## config.mk

```make
export PLATFORM = sky130hd
export DESIGN_NAME = pmc_power_mode_controller
export DESIGN_NICKNAME = d
export VERILOG_FILES = /design/src/hw/pmc_pkg.sv /design/src/hw/pmc_pin_filter.sv /design/src/hw/pmc_power_mode_controller.sv
export SDC_FILE = /design/constraint.sdc
export NUM_CORES = 1
export LEC_CHECK = 0
export BUFFER_PORTS_ARGS = -buffer_cell sky130_fd_sc_hd__buf_2
export CAP_MARGIN = 15
export CORE_UTILIZATION = 55
export CTS_BUF_LIST = sky130_fd_sc_hd__clkbuf_4 sky130_fd_sc_hd__clkbuf_8 sky130_fd_sc_hd__clkbuf_16
export DETAILED_ROUTE_END_ITERATION = 8
export GPL_TIMING_DRIVEN = 0
export PLACE_DENSITY = 0.72
export RECOVER_POWER = 50
export SYNTH_ARGS = -nofsm -noshare
export SYNTH_HDL_FRONTEND = slang
export SYNTH_HIERARCHICAL = 1
export SYNTH_SLANG_ARGS = --single-unit
```

## constraint.sdc

```tcl
create_clock -name ref_clk -period 3.1 [get_ports ref_clk]
set_input_delay 0.155 -clock ref_clk [delete_from_list [all_inputs] [get_ports ref_clk]]
set_output_delay 0.155 -clock ref_clk [all_outputs]
set_load 0.01 [all_outputs]
```

## src/hw/pmc_pkg.sv

```systemverilog
// Constants and types shared by the power mode controller files.
// Assumes a 50 MHz always-on clock; times are given in ns.
package pmc_pkg;

   // ****************************************
   // Timing
   // ****************************************
   localparam int CLK_PERIOD_NS = 20;
   localparam int SPIKE_FILTER_NS = 4000;
   localparam int SPIKE_FILTER_CYC = SPIKE_FILTER_NS / CLK_PERIOD_NS;
   localparam int POR_DELAY_NS = 8000000;
   localparam int POR_DELAY_CYC = POR_DELAY_NS / CLK_PERIOD_NS;
   localparam int STARTUP_WD_NS = 64000000;
   localparam int STARTUP_WD_CYC = STARTUP_WD_NS / CLK_PERIOD_NS;
   localparam int CNT_W = 24;
   localparam int FILT_W = 8;

   // ****************************************
   // Counts, codes and reset values
   // ****************************************
   localparam logic [1:0] STARTUP_MAX_MISSES = 2'h3;
   // Aux voltage code: 0 = 1.8 V up to AUX_VSEL_MAX = 3.3 V
   localparam logic [2:0] AUX_VSEL_MAX = 3'h6;
   localparam logic [2:0] AUX_VSEL_RST = 3'h6;

   typedef enum logic [4:0] {
      PMC_POWERUP = 5'h01,
      PMC_NORMAL = 5'h02,
      PMC_RXONLY = 5'h04,
      PMC_STANDBY = 5'h08,
      PMC_SLEEP = 5'h10
   } pmc_mode_t;

   typedef enum logic [1:0] {
      PMC_CMD_NORMAL = 2'h0,
      PMC_CMD_RXONLY = 2'h1,
      PMC_CMD_STANDBY = 2'h2,
      PMC_CMD_SLEEP = 2'h3
   } pmc_cmd_t;

   typedef struct packed {
      logic buck;
      logic main_io_regulator;
      logic aux_regulator_a;
      logic aux_regulator_b;
      logic bus_tx;
      logic bus_rx;
      logic lp_wake_rx;
      logic local_wake;
      logic window_watchdog;
      logic overtemp_monitor;
   } pmc_enables_t;

   typedef struct packed {
      logic temp_warn;
      logic temp_shut;
      logic temp_below_recv;
      logic bus_wake;
      logic local_wake;
      logic battery_uv;
   } pmc_sense_t;

   typedef struct packed {
      logic buck_on_in_sleep;
      logic aux_on_in_standby;
      logic aux_off_in_active;
   } pmc_config_t;

endpackage

```

## src/hw/pmc_pin_filter.sv

```systemverilog
// Two-stage synchroniser followed by a stability filter for one pin.
// Assumes an asynchronous pin; output changes after CYCLES stable cycles.
`timescale 1ns/100ps
module pmc_pin_filter
   import pmc_pkg::*;
#(
   parameter int CYCLES = 1
)
(
   input wire logic ref_clk,
   input wire logic rst_b,
   input wire logic pin,
   output logic level
);

   typedef struct packed {
      logic sync1;
      logic sync2;
      logic level;
      logic [FILT_W-1:0] cnt;
   } pmc_filt_state_t;

   pmc_filt_state_t s;
   pmc_filt_state_t next_s;

   always_comb
   begin
      next_s = s;
      next_s.sync1 = pin;
      next_s.sync2 = s.sync1;
      if (s.sync2 == s.level)
      begin
         next_s.cnt = '0;
      end
      else if (s.cnt == FILT_W'(CYCLES - 1))
      begin
         next_s.level = s.sync2;
         next_s.cnt = '0;
      end
      else
      begin
         next_s.cnt = s.cnt + FILT_W'(1);
      end
   end

   always_ff @(posedge ref_clk or negedge rst_b)
   begin
      if (!rst_b)
      begin
         s <= '0;
      end
      else
      begin
         s <= next_s;
      end
   end

   assign level = s.level;

endmodule

```

## src/hw/pmc_power_mode_controller.sv

```systemverilog
// Power mode controller: mode sequencing and rail/transceiver enables.
// Assumes host commands, config bits and acks come from same-clock logic;
// sense pins and the regulator undervoltage pin are asynchronous.
//
// Notes on behaviour
// - After power-up completes, the controller settles in standby.
// - Four operating modes plus a separate power-up state.
// - Over-temperature in normal disables transmit; mode stays normal.
// - Normal enables buck, main regulator, transceiver and watchdog; aux regulators per config.
// - Receive-only: transmitter off; receiver, regulators, temp monitor on.
// - Standby: transceiver off; wake receiver, main regulator, monitor on.
// - Standby aux regulators default off; host command switches them.
// - Standby leaves for normal, receive-only only by command; for sleep also on shutdown.
// - Sleep entered by host command, shutdown over-temperature or third missed startup trigger.
// - Sleep turns off rails, transceiver, reset, watchdog; bus recessive.
// - Sleep exits only on bus wake or local wake pin.
// - After thermal sleep, wake needs recovery temperature and wake event.
// - Config keeps buck on in sleep, aux regulators on in standby.
// - Active modes run aux regulators unless config turns them off.
// - Reset released after power-on delay of 8 ms, 4 to 12 ms.
// - Main regulator undervoltage filtered against spikes under 4 us.
// - Battery undervoltage forces transmitter so bus stays recessive.
// - Mode control and temperature monitor stay powered in every mode.
// - Host programs aux voltages, applied within 1.8 V to 3.3 V.
// - Warning sets flag, interrupts, blocks transmit; recovery clears flag and block, interrupts again.
// - Shutdown forces sleep, disables wake receiver until recovery.
// - Missed startup trigger retries reset; three misses give sleep.
// - Main regulator undervoltage outside sleep restarts power-up.
`timescale 1ns/100ps
module pmc_power_mode_controller
   import pmc_pkg::*;
#(
   parameter int POR_DELAY_CYCLES = POR_DELAY_CYC,
   parameter int STARTUP_WD_CYCLES = STARTUP_WD_CYC
)
(
   input wire logic ref_clk,
   input wire logic rst_b,
   input wire pmc_sense_t sense,
   input wire logic main_io_uv,
   input wire logic cmd_valid,
   input wire pmc_cmd_t cmd_mode,
   input wire logic aux_cmd_valid,
   input wire logic aux_a_on_req,
   input wire logic aux_b_on_req,
   input wire logic [2:0] aux_a_vsel_req,
   input wire logic [2:0] aux_b_vsel_req,
   input wire logic startup_wd_trigger,
   input wire logic int_ack,
   input wire pmc_config_t cfg,
   output pmc_enables_t enables,
   output logic reset_out_n,
   output logic bus_force_recessive,
   output logic overtemp_warning,
   output logic interrupt_out_n,
   output pmc_mode_t mode,
   output logic [2:0] aux_a_vsel,
   output logic [2:0] aux_b_vsel
);

   // ****************************************
   // Input conditioning
   // ****************************************
   pmc_sense_t f;
   logic uv_f;

   genvar gi;
   generate
      for (gi = 0; gi < $bits(pmc_sense_t); gi++)
      begin : g_sense
         pmc_pin_filter #(.CYCLES(1)) u_sync (
            .ref_clk(ref_clk),
            .rst_b(rst_b),
            .pin(sense[gi]),
            .level(f[gi])
         );
      end
   endgenerate

   pmc_pin_filter #(.CYCLES(SPIKE_FILTER_CYC)) u_uv_filter (
      .ref_clk(ref_clk),
      .rst_b(rst_b),
      .pin(main_io_uv),
      .level(uv_f)
   );

   // ****************************************
   // State
   // ****************************************
   typedef struct packed {
      pmc_mode_t mode;
      logic [CNT_W-1:0] cnt;
      logic wd_phase;
      logic [1:0] misses;
      logic sleep_ot;
      logic warn;
      logic int_pend;
      logic aux_a_cmd;
      logic aux_b_cmd;
      logic [2:0] vsel_a;
      logic [2:0] vsel_b;
      pmc_enables_t en;
      logic rst_n;
      logic force_rec;
   } pmc_state_t;

   localparam pmc_state_t RESET_STATE = '{
      mode: PMC_POWERUP,
      cnt: '0,
      wd_phase: 1'b0,
      misses: 2'h0,
      sleep_ot: 1'b0,
      warn: 1'b0,
      int_pend: 1'b0,
      aux_a_cmd: 1'b0,
      aux_b_cmd: 1'b0,
      vsel_a: AUX_VSEL_RST,
      vsel_b: AUX_VSEL_RST,
      en: '0,
      rst_n: 1'b0,
      force_rec: 1'b0
   };

   pmc_state_t s;
   pmc_state_t next_s;
   logic wake;
   logic active;

   // ****************************************
   // Next state
   // ****************************************
   always_comb
   begin
      next_s = s;
      wake = (f.bus_wake && s.en.lp_wake_rx) || f.local_wake;

      // Ack before events, so an event in the ack cycle is kept
      if (int_ack)
      begin
         next_s.int_pend = 1'b0;
      end
      if (s.mode == PMC_NORMAL && f.temp_warn && !s.warn)
      begin
         next_s.warn = 1'b1;
         next_s.int_pend = 1'b1;
      end
      else if (s.warn && f.temp_below_recv)
      begin
         next_s.warn = 1'b0;
         next_s.int_pend = 1'b1;
      end

      case (s.mode)
         PMC_POWERUP:
         begin
            if (!s.wd_phase)
            begin
               if (uv_f)
               begin
                  next_s.cnt = '0;
               end
               else if (s.cnt == CNT_W'(POR_DELAY_CYCLES - 1))
               begin
                  next_s.wd_phase = 1'b1;
                  next_s.cnt = '0;
               end
               else
               begin
                  next_s.cnt = s.cnt + CNT_W'(1);
               end
            end
            else if (startup_wd_trigger)
            begin
               next_s.mode = PMC_STANDBY;
               next_s.misses = 2'h0;
               next_s.cnt = '0;
            end
            else if (s.cnt == CNT_W'(STARTUP_WD_CYCLES - 1))
            begin
               next_s.cnt = '0;
               next_s.wd_phase = 1'b0;
               next_s.misses = s.misses + 2'h1;
               if (s.misses == STARTUP_MAX_MISSES - 2'h1)
               begin
                  next_s.mode = PMC_SLEEP;
               end
            end
            else
            begin
               next_s.cnt = s.cnt + CNT_W'(1);
            end
         end
         PMC_NORMAL, PMC_RXONLY, PMC_STANDBY:
         begin
            // Here standby leaves only by command, as do active modes; undervoltage and shutdown override below
            if (cmd_valid)
            begin
               case (cmd_mode)
                  PMC_CMD_NORMAL: next_s.mode = PMC_NORMAL;
                  PMC_CMD_RXONLY: next_s.mode = PMC_RXONLY;
                  PMC_CMD_STANDBY: next_s.mode = PMC_STANDBY;
                  PMC_CMD_SLEEP: next_s.mode = PMC_SLEEP;
                  default: next_s.mode = s.mode;
               endcase
            end
            if (aux_cmd_valid && s.mode == PMC_STANDBY)
            begin
               next_s.aux_a_cmd = aux_a_on_req;
               next_s.aux_b_cmd = aux_b_on_req;
            end
            if (aux_cmd_valid)
            begin
               // Out-of-range codes clamp to the top voltage
               next_s.vsel_a = (aux_a_vsel_req > AUX_VSEL_MAX) ?
                  AUX_VSEL_MAX : aux_a_vsel_req;
               next_s.vsel_b = (aux_b_vsel_req > AUX_VSEL_MAX) ?
                  AUX_VSEL_MAX : aux_b_vsel_req;
            end
         end
         PMC_SLEEP:
         begin
            if (wake && (!s.sleep_ot || f.temp_below_recv))
            begin
               next_s.mode = PMC_POWERUP;
               next_s.cnt = '0;
               next_s.wd_phase = 1'b0;
               next_s.misses = 2'h0;
            end
         end
         default:
         begin
            next_s.mode = PMC_POWERUP;
            next_s.cnt = '0;
            next_s.wd_phase = 1'b0;
         end
      endcase

      if (uv_f && s.mode != PMC_SLEEP)
      begin
         next_s.mode = PMC_POWERUP;
         next_s.cnt = '0;
         next_s.wd_phase = 1'b0;
         next_s.misses = 2'h0;
      end
      if (f.temp_shut)
      begin
         next_s.mode = PMC_SLEEP;
         next_s.sleep_ot = 1'b1;
      end
      else if (next_s.mode != PMC_SLEEP)
      begin
         next_s.sleep_ot = 1'b0;
      end
      else if (s.mode != PMC_SLEEP)
      begin
         next_s.sleep_ot = 1'b0;
      end
      if (next_s.mode != PMC_STANDBY)
      begin
         next_s.aux_a_cmd = 1'b0;
         next_s.aux_b_cmd = 1'b0;
      end

      // Enables follow the next mode so they change with it
      active = next_s.mode == PMC_NORMAL || next_s.mode == PMC_RXONLY;
      next_s.en.buck = next_s.mode != PMC_SLEEP ||
         cfg.buck_on_in_sleep;
      next_s.en.main_io_regulator = next_s.mode != PMC_SLEEP;
      next_s.en.aux_regulator_a = (active && !cfg.aux_off_in_active) ||
         (next_s.mode == PMC_STANDBY &&
         (next_s.aux_a_cmd || cfg.aux_on_in_standby));
      next_s.en.aux_regulator_b = (active && !cfg.aux_off_in_active) ||
         (next_s.mode == PMC_STANDBY &&
         (next_s.aux_b_cmd || cfg.aux_on_in_standby));
      next_s.en.bus_tx = next_s.mode == PMC_NORMAL && !next_s.warn &&
         !f.battery_uv;
      next_s.en.bus_rx = active;
      next_s.en.lp_wake_rx = (next_s.mode == PMC_STANDBY ||
         next_s.mode == PMC_SLEEP) &&
         !(next_s.sleep_ot && !f.temp_below_recv);
      next_s.en.local_wake = next_s.mode == PMC_STANDBY ||
         next_s.mode == PMC_SLEEP;
      next_s.en.window_watchdog = active ||
         next_s.mode == PMC_STANDBY;
      // Monitor sits in the always-on domain
      next_s.en.overtemp_monitor = 1'b1;
      next_s.rst_n = active || next_s.mode == PMC_STANDBY ||
         (next_s.mode == PMC_POWERUP && next_s.wd_phase);
      next_s.force_rec = f.battery_uv ||
         next_s.mode == PMC_SLEEP;
   end

   // Always-on state: reset only by the internal power-on reset
   always_ff @(posedge ref_clk or negedge rst_b)
   begin
      if (!rst_b)
      begin
         s <= RESET_STATE;
      end
      else
      begin
         s <= next_s;
      end
   end

   assign enables = s.en;
   assign reset_out_n = s.rst_n;
   assign bus_force_recessive = s.force_rec;
   assign overtemp_warning = s.warn;
   assign interrupt_out_n = !s.int_pend;
   assign mode = s.mode;
   assign aux_a_vsel = s.vsel_a;
   assign aux_b_vsel = s.vsel_b;
endmodule

```

==> results.txt, run 1 <==
----------------------------------------------------
[Worst setup path]
  CP arrival ... 2520 ps
  Flop2flop setup slack ... 870 ps
  Worst endpoint required time ... 3390 ps
  CP max FO ... 10
  Worst r2r path cells ... 6
  Critical Path Source Type ... flop
  Kind of critical path ... reg -> reg
  Beginning of the worst register-to-register path ... mode[0]
  Worst reg2reg endpoint ... s[40]
  Endpoint type of the worst setup path ... flop

[Route]
  Vias per cell ... 5.60
  Wirelength per Cell ... 15.3 um
  DRC violation total after the first TritonRoute iteration ... 362
  Overall routed net length ... 14.3 mm
  Vias after detailed routing ... 5,208
  Length of the first detailed-routing pass in iterations ... 5
  Drt drc ... 0
  Post-route ant nets ... 0

[Final layout]
  Sequential Area ... 3310 um^2
  Layout cell share with drive strength beyond 1 ... 22.8%
  Final Non-Filler Cells ... 930
  Combined area of the multi-input logic cells ... 3150 um^2
  # fillers ... 921
  Ant. Diodes ... 0
  Area growth from synthesis to layout ... 18.3%
  Final layout net count ... 791

[Hold path]
  Number of cells on the worst hold path ... 3
  Class of the most critical hold timing path ... in -> reg
  Worst Hold End ... aux_b_vsel[0]
  Origin of the worst min-delay path ... aux_b_vsel_req[0]

[Die]
  Std cell rows ... 40
  Core Box Area ... 12,100 um^2
  Overall die width ... 114 um
  Die height ... 114 um
  Total I/O pin count ... 51
  Initial cell density of the core ... 56.7%
  Area of the die ... 12,900 um^2

[Timing]
  Setup Skew ... 6.99 ps
  Setup repair after global routing missed its margin ... false
  Final number of hold-violating endpoints ... 0
  Share of the clock period used by the worst path after layout ... 72.0%
  Final critical-path required period ... 2230 ps
  Number of max-slew violations in the final report ... 0
  Final setup violation count ... 0
  Setup ws final ... 867 ps
  Max Fclk ... 0.448 GHz
  Transition time of the tightest slew-check pin ... 1320 ps
  Slew HR ... 12.3%
  Post-Route Setup TNS ... 0 ps

[Place]
  Dpl ws ... 893 ps
  Port Buffer Count ... 49
  Count of placed standard cells including taps ... 882
  Total half-perimeter wirelength after legalization and detailed placement ... 9.81 mm
  Routability Congestion ... 0.879

[Power]
  Seq pwr share ... 43.5%
  Power per unit of standard cell area ... 513 nW/um^2
  Pint ... 3.22 mW
  Static power due to leakage ... 3.65 nW
  Switching share of total power ... 22.6%
  Net Sw Power ... 937 uW
  Clock network fraction of total power ... 48.7%
  Logic pwr share ... 7.8%
  Peak ir drop on the vdd network ... 0.378 mV

[Global routing]
  Wire length of the first global-routing pass ... 24.3 mm
  Overflow after GRT ... 0
  Number of global-route vias before repair ... 5,238
  Pin count of the biggest net entering global routing ... 83
  Initial antenna violation count ... 0
  All-Layer GR Usage ... 23.9%

[Synth]
  Cell count after synthesis ... 664
  Synth Area in Compound Gates ... 13.0%
  Most used DFF post-synth ... sky130_fd_sc_hd__dfrtp_1
  Distinct cells, synth ... 75
  Share of flip-flops with an asynchronous set or reset after synthesis ... 100%
  Sequential fraction of the synthesis area ... 48.4%
  Post-synthesis average cell area ... 10.3 um^2
  Count of synthesis-stage warnings from yosys ... 6
  XOR/XNOR share of the synthesized area ... 3.71%
  Fraction of synthesized area in multiplexers ... 3.46%
  Number of flops mapped to enable cells by yosys ... 0
  Area share of and/or/nand/nor cells after synthesis ... 22.9%
  Post-Synthesis Cell Area ... 6840 um^2
  Flops & latches, synth ... 132
  Largest family of logic cells by synthesized area ... simple AND/OR/NAND/NOR gates
  Net count of the mapped netlist ... 706
  Synthesized-area fraction occupied by adder cells ... 2.93%

[Clock network]
  Clock latency on the worst-skew pair ... 420 ps
  CTS tree ... built
  Count of H-tree levels built during CTS ... 4
  Clock root buffer ... sky130_fd_sc_hd__clkbuf_16
  Clock Sinks ... 132
  Hold-fix buffers, CTS ... 16
  Post-CTS repair timing setup buffer count ... 0
  Number of buffers on the longest clock path ... 2
  Post_cts resized ... 0
  Total clock buffers created by CTS ... 17
  Clock transition at the registers of the reported paths ... 60 ps

[Status]
  Run status ... completed

[Flow run]
  Total of max-cap violations ... 0

----------------------------------------------------
-- layout by cell type, fill, tap and decap left out, drive strengths merged, types with 9 or more instances in the layout --
| master | netlist | routed |
|---|---|---|
| nand2 | 50 | 50 |
| nor3 | 14 | 14 |
| nor2 | 55 | 55 |
| buf | 32 | 79 |
| mux2 | 13 | 13 |
| or3 | 21 | 21 |
| xor2 | 16 | 16 |
| xnor2 | 13 | 13 |
| mux2i | 9 | 9 |
| a21oi | 38 | 38 |
| inv | 36 | 37 |
| nand4 | 12 | 12 |
| clkbuf | 0 | 28 |
| dfrtp | 127 | 127 |
| a31oi | 20 | 20 |
| nand3 | 45 | 45 |
| and3 | 12 | 12 |
| ha | 16 | 16 |
| dlygate4sd3 | 0 | 16 |
| o21ai | 34 | 34 |
-- per-layer routing --
| layer | routed length [um] | GRT usage [%] |
|---|---|---|
| met2 | 6950 | 39.5 |
| met4 | 281 | 9.39 |
| met5 | 0 | 0 |
| met3 | 636 | 6.06 |
| met1 | 6380 | 30.3 |
-- cells in the mapped netlist (9+ instances only) --
cell type | n | area (um^2)
sky130_fd_sc_hd__dfrtp_1 | 127 | 3180
sky130_fd_sc_hd__nor2_1 | 54 | 203
sky130_fd_sc_hd__nand2_1 | 48 | 180
sky130_fd_sc_hd__nand3_1 | 44 | 220
sky130_fd_sc_hd__inv_1 | 36 | 135
sky130_fd_sc_hd__a21oi_1 | 30 | 150
sky130_fd_sc_hd__o21ai_0 | 30 | 150
sky130_fd_sc_hd__buf_4 | 21 | 158
sky130_fd_sc_hd__or3_1 | 21 | 131
sky130_fd_sc_hd__a31oi_1 | 20 | 125
sky130_fd_sc_hd__ha_1 | 16 | 200
sky130_fd_sc_hd__xor2_1 | 16 | 140
sky130_fd_sc_hd__mux2_2 | 13 | 146
sky130_fd_sc_hd__xnor2_1 | 13 | 114
sky130_fd_sc_hd__and3_1 | 11 | 68.8
sky130_fd_sc_hd__nor3_1 | 10 | 50.1
sky130_fd_sc_hd__mux2i_1 | 9 | 90.1
-- through the flow --
stage	cell area, um^2	util (%)	power (mW)	hold WS, ps
after floorplan	6840	-	2.02	-141
after global placement	7300	60.5	2.13	263
after detailed placement	7330	60.8	2.14	135
after CTS	8110	67.2	4.20	6.12
after global routing	8100	67.1	4.32	28.3
final	8100	67.1	4.16	23.2
-- sequential cells by signal, indices dropped and copies added, names as in the netlist --
register,count
g_sense.u_sync/s,54
s,31
enables,10
u_uv_filter/s,9
g_sense.u_sync/level,6
g_sense.u_sync/next_s,6
mode,5
aux_a_vsel,3
aux_b_vsel,3
bus_force_recessive,1
overtemp_warning,1
reset_out_n,1
u_uv_filter/level,1
u_uv_filter/next_s,1
-- cells by family (layout without fill, tap and decap cells) --
group / count (synthesis) / in the layout
and+or+nand+nor: 267 / 267
muxes: 22 / 22
AOI/OAI and AO/OA: 129 / 129
buffers and inverters: 68 / 166
adders and majority gates: 16 / 16
other: 1 / 1
DFF: 132 / 132
xor gates and xnor gates: 29 / 29
-- worst max-delay path, stage by stage, from the launching register on --
cell and delay (ps):
sky130_fd_sc_hd__dfstp_2 620, sky130_fd_sc_hd__buf_6 170, sky130_fd_sc_hd__nor3_2 70, sky130_fd_sc_hd__a22o_2 290, sky130_fd_sc_hd__o21ai_1 480, sky130_fd_sc_hd__buf_2 330, sky130_fd_sc_hd__a31oi_1 120
-- worst max-delay path by stage --
| stage | from | endpoint | cells after the start |
|---|---|---|---|
| 3_5_place_dp | mode[0] | s[40] | 6 |
| 5_1_grt | mode[0] | s[44] | 6 |
| 4_1_cts | mode[0] | s[40] | 6 |
| 6_report | mode[0] | s[40] | 6 |
| 2_1_floorplan | s[26] | s[33] | 7 |
| 3_3_place_gp | rst_b | g_sense[4].u_sync/s[0] | 1 |
-- cell type report --
type | instances | share of cell area, %
buffer | 32 | 3.06
clock buffer | 25 | 6.38
clock inverter | 7 | 1.17
inverter | 36 | 1.67
multi-input combinational | 464 | 38.9
sequential | 132 | 40.9
tap | 168 | 2.60
timing repair buffer | 66 | 5.32
-- power groups by stage --
stage | Clock (mW) | Combinational (mW) | Sequential [mW]
finish | 2.03 | 0.325 | 1.81
global route | 2.15 | 0.360 | 1.81
CTS | 2.07 | 0.325 | 1.81
detailed placement | 0 | 0.307 | 1.84
global placement | 0 | 0.294 | 1.83
floorplan | 0 | 0.192 | 1.83
No activity file was read; power rests on OpenSTA's default activity.
==> run 2: changes to the inputs <==
--- a/config.mk
+++ b/config.mk
@@ -5,6 +5,7 @@
 export SDC_FILE = /design/constraint.sdc
 export NUM_CORES = 1
 export LEC_CHECK = 0
+export ABC_AREA = 1
 export BUFFER_PORTS_ARGS = -buffer_cell sky130_fd_sc_hd__buf_2
 export CAP_MARGIN = 15
 export CORE_UTILIZATION = 55
==> constraint.sdc (replaced) <==
create_clock -name ref_clk -period 2.2 [get_ports ref_clk]
set_input_delay 0.11 -clock ref_clk [delete_from_list [all_inputs] [get_ports ref_clk]]
set_output_delay 0.11 -clock ref_clk [all_outputs]
set_load 0.01 [all_outputs]
==> results.txt, run 2 <==
----------------------------------------------------
[Timing]
  Post-Route Setup TNS ... 0 ps (unchanged)
  Share of the clock period used by the worst path after layout ... 93.1% (was 72.0%)
  Transition time of the tightest slew-check pin ... 962 ps (was 1320 ps)
  Final critical-path required period ... 2050 ps (was 2230 ps)
  Slew HR ... 35.8% (was 12.3%)
  Final setup violation count ... 0 (unchanged)
  Setup Skew ... 8.12 ps (was 6.99 ps)
  Setup repair after global routing missed its margin ... false (unchanged)
  Final worst hold slack ... 42.1 ps (was 23.2 ps)
  Final number of hold-violating endpoints ... 0 (unchanged)
  Max Fclk ... 0.488 GHz (was 0.448 GHz)
  Setup ws final ... 152 ps (was 867 ps)
  Number of max-slew violations in the final report ... 0 (unchanged)

[Worst setup path]
  Kind of critical path ... reg -> reg (unchanged)
  CP arrival ... 2350 ps (was 2520 ps)
  Worst reg2reg endpoint ... s[49] (was s[40])
  Launch point of the critical path ... s[26] (was mode[0])
  Flop2flop setup slack ... 150 ps (was 870 ps)
  Critical Path End ... s[49] (was s[40])
  Critical Path Source Type ... flop (unchanged)
  CP max FO ... 10 (unchanged)
  Worst r2r path cells ... 13 (was 6)
  Worst endpoint required time ... 2500 ps (was 3390 ps)
  Endpoint type of the worst setup path ... flop (unchanged)
  Beginning of the worst register-to-register path ... s[26] (was mode[0])

[Die]
  Core Box Area ... 12,600 um^2 (was 12,100 um^2)
  Total I/O pin count ... 51 (unchanged)
  Initial cell density of the core ... 56.6% (was 56.7%)
  Overall die width ... 116 um (was 114 um)
  Area of the die ... 13,400 um^2 (was 12,900 um^2)
  Std cell rows ... 41 (was 40)
  Die height ... 116 um (was 114 um)

[Global routing]
  Initial antenna violation count ... 0 (unchanged)
  Number of global-route vias before repair ... 5,343 (was 5,238)
  Wire length of the first global-routing pass ... 24.1 mm (was 24.3 mm)
  Overflow after GRT ... 0 (unchanged)
  All-Layer GR Usage ... 23.4% (was 23.9%)
  Pin count of the biggest net entering global routing ... 95 (was 83)

[Synth]
  Largest family of logic cells by synthesized area ... simple AND/OR/NAND/NOR gates (unchanged)
  Commonest cells in the netlist ... sky130_fd_sc_hd__nand2_1 (216), sky130_fd_sc_hd__dfrtp_1 (127), sky130_fd_sc_hd__inv_1 (115) (was sky130_fd_sc_hd__dfrtp_1 (127), sky130_fd_sc_hd__nor2_1 (54), sky130_fd_sc_hd__nand2_1 (48))
  Number of flops mapped to enable cells by yosys ... 0 (unchanged)
  Distinct cells, synth ... 45 (was 75)
  Flops & latches, synth ... 132 (unchanged)
  Synth Area in Compound Gates ... 5.43% (was 13.0%)
  Sequential fraction of the synthesis area ... 46.4% (was 48.4%)
  Synth top area cells ... sky130_fd_sc_hd__dfrtp_1 (45%), sky130_fd_sc_hd__nand2_1 (11%), sky130_fd_sc_hd__inv_1 (6.0%) (was sky130_fd_sc_hd__dfrtp_1 (46%), sky130_fd_sc_hd__nand3_1 (3.2%), sky130_fd_sc_hd__nor2_1 (3.0%))
  Synthesized-area fraction occupied by adder cells ... 2.81% (was 2.93%)
  Top cell type by total area after synthesis ... sky130_fd_sc_hd__dfrtp_1 (unchanged)
  Share of flip-flops with an asynchronous set or reset after synthesis ... 100% (unchanged)
  Cell count after synthesis ... 892 (was 664)
  Post-synthesis average cell area ... 8.00 um^2 (was 10.3 um^2)
  Most repeated cell in the gate-level netlist after synthesis ... sky130_fd_sc_hd__nand2_1 (was sky130_fd_sc_hd__dfrtp_1)
  Fraction of synthesized area in multiplexers ... 0% (was 3.46%)
  Most used DFF post-synth ... sky130_fd_sc_hd__dfrtp_1 (unchanged)
  Post-Synthesis Cell Area ... 7140 um^2 (was 6840 um^2)
  Count of synthesis-stage warnings from yosys ... 6 (unchanged)
  XOR/XNOR share of the synthesized area ... 4.28% (was 3.71%)
  Area fraction of the dominant cell type after synthesis ... 44.5% (was 46.4%)
  Net count of the mapped netlist ... 934 (was 706)
  Area share of and/or/nand/nor cells after synthesis ... 31.3% (was 22.9%)

[Power]
  Pint ... 4.59 mW (was 3.22 mW)
  Peak ir drop on the vdd network ... 0.650 mV (was 0.378 mV)
  Seq pwr share ... 42.7% (was 43.5%)
  Power per unit of standard cell area ... 704 nW/um^2 (was 513 nW/um^2)
  Total Power ... 5.91 mW (was 4.16 mW)
  Switching share of total power ... 22.3% (was 22.6%)
  Logic pwr share ... 6.7% (was 7.8%)
  Clock network fraction of total power ... 50.6% (was 48.7%)
  Static power due to leakage ... 4.03 nW (was 3.65 nW)
  Net Sw Power ... 1.32 mW (was 937 uW)

[Clock network]
  Number of buffers on the longest clock path ... 2 (unchanged)
  Clock root buffer ... sky130_fd_sc_hd__clkbuf_16 (unchanged)
  Count of H-tree levels built during CTS ... 4 (unchanged)
  Clock latency on the worst-skew pair ... 420 ps (about the same)
  Clock transition at the registers of the reported paths ... 60 ps (about the same)
  Clock Sinks ... 132 (unchanged)
  Post-CTS repair timing setup buffer count ... 0 (unchanged)
  CTS tree ... built (unchanged)
  Total clock buffers created by CTS ... 17 (unchanged)

[Route]
  DRC violation total after the first TritonRoute iteration ... 355 (was 362)
  Post-route ant nets ... 0 (unchanged)
  Length of the first detailed-routing pass in iterations ... 5 (unchanged)
  Overall routed net length ... 14.2 mm (was 14.3 mm)
  Drt drc ... 0 (unchanged)
  Vias after detailed routing ... 5,650 (was 5,208)
  Wirelength per Cell ... 12.2 um (was 15.3 um)
  Vias per cell ... 4.85 (was 5.60)

[Place]
  Port Buffer Count ... 50 (was 49)
  Total half-perimeter wirelength after legalization and detailed placement ... 9.87 mm (was 9.81 mm)
  Routability Congestion ... 0.852 (was 0.879)
  Dpl ws ... 184 ps (was 893 ps)
  Post-placement cell area ... 7640 um^2 (was 7330 um^2)
  Count of placed standard cells including taps ... 1,115 (was 882)

[Hold path]
  Class of the most critical hold timing path ... in -> reg (unchanged)
  Origin of the worst min-delay path ... cfg[1] (was aux_b_vsel_req[0])

[Final layout]
  Fin util ... 66.5% (was 67.1%)
  Highest-count cells in the layout ignoring fill and taps ... sky130_fd_sc_hd__nand2_1 (216), sky130_fd_sc_hd__dfrtp_1 (127), sky130_fd_sc_hd__inv_1 (121) (was sky130_fd_sc_hd__dfrtp_1 (127), sky130_fd_sc_hd__nor2_1 (54), sky130_fd_sc_hd__buf_2 (49))
  Sequential Area ... 3310 um^2 (unchanged)
  Post-route cell area ... 8390 um^2 (was 8100 um^2)
  Ant. Diodes ... 0 (unchanged)
  Final layout net count ... 1,021 (was 791)
  Area growth from synthesis to layout ... 17.6% (was 18.3%)
  Commonest non-fill, non-tap cell in the layout ... sky130_fd_sc_hd__nand2_1 (was sky130_fd_sc_hd__dfrtp_1)
  Combined area of the multi-input logic cells ... 3120 um^2 (was 3150 um^2)
  Largest register by flop count ... g_sense.u_sync/s (unchanged)
  Final Non-Filler Cells ... 1,164 (was 930)
  # fillers ... 1,058 (was 921)
  Layout cell share with drive strength beyond 1 ... 20.8% (was 22.8%)
  Number of flip-flops under the largest register name ... 54 (unchanged)

[Status]
  Run status ... completed (unchanged)

[Flow run]
  Total of max-cap violations ... 0 (unchanged)

----------------------------------------------------
-- run 2: cell types whose count changed after synthesis, sizes merged, moves of 19 or more --
cell,previous run,this run
nor2,55,145
or3,21,0
a21oi,38,19
nand2,50,239
a31oi,20,1
inv,36,132
-- run 2: how the worst min path moves through the flow --
stage / cells after the start / end / slack [ps]
final: 3 / enables[6] / 40
after global routing: 3 / enables[7] / 50
after CTS: 3 / enables[6] / 30
after detailed placement: 1 / s[41] / 40
after global placement: 1 / g_sense[4].u_sync/next_s[9] / 220
after floorplan: 0 / aux_a_vsel[0] / -190
-- run 2: cells by family (layout without fill, tap and decap cells) --
family	count (synthesis)	after routing
compound gates	65	65
xor+xnor	34	34
simple gates	482	482
other cells	1	1
fa+ha+maj	16	16
buf+inv	162	262
flops	132	132
-- run 2: routing by layer --
layer | wire (um) | track usage, % | up-vias
met4 | 314 | 10.1 | 0
met1 | 6780 | 31.4 | 2579
li1 | - | - | 2923
met2 | 6520 | 36.5 | 126
met3 | 538 | 5.33 | 22
met5 | 0 | 0 | -
-- run 2: what timing repair did --
item | CTS | global route
hold buffers | 17 | 0
endpoints found under the hold margin | 55 | 0
resized for setup | 0 | 1
endpoints found under the setup margin | 0 | 6
-- run 2: cell type report --
| class | count | area share (%) |
|---|---|---|
| plain buffers | 24 | 2.13 |
| clock buffers | 22 | 5.59 |
| clock inverters | 10 | 1.85 |
| inverters | 138 | 6.17 |
| multi-input cells | 598 | 37.2 |
| flip-flops and latches | 132 | 39.4 |
| well taps | 172 | 2.56 |
| repair buffers | 68 | 5.10 |
-- run 2: power by group through the flow --
stage,Sequential (mW),Clock [mW],Combinational [mW]
after floorplan,2.56,0,0.227
after global placement,2.57,0,0.374
after detailed placement,2.57,0,0.383
after CTS,2.53,3.04,0.408
after global routing,2.53,3.14,0.447
final,2.53,2.99,0.394
-- run 2: critical path: stages (launching register included) --
cell,delay (ps)
sky130_fd_sc_hd__dfrtp_1,390
sky130_fd_sc_hd__ha_1,180
sky130_fd_sc_hd__nand2_1,90
sky130_fd_sc_hd__nor2_2,160
sky130_fd_sc_hd__nand2_2,130
sky130_fd_sc_hd__inv_1,100
sky130_fd_sc_hd__nand3b_1,90
sky130_fd_sc_hd__nor2_2,130
sky130_fd_sc_hd__nand2_1,120
sky130_fd_sc_hd__nand3_4,120
sky130_fd_sc_hd__nand2_4,90
sky130_fd_sc_hd__inv_2,90
sky130_fd_sc_hd__buf_6,180
sky130_fd_sc_hd__nor2_2,60
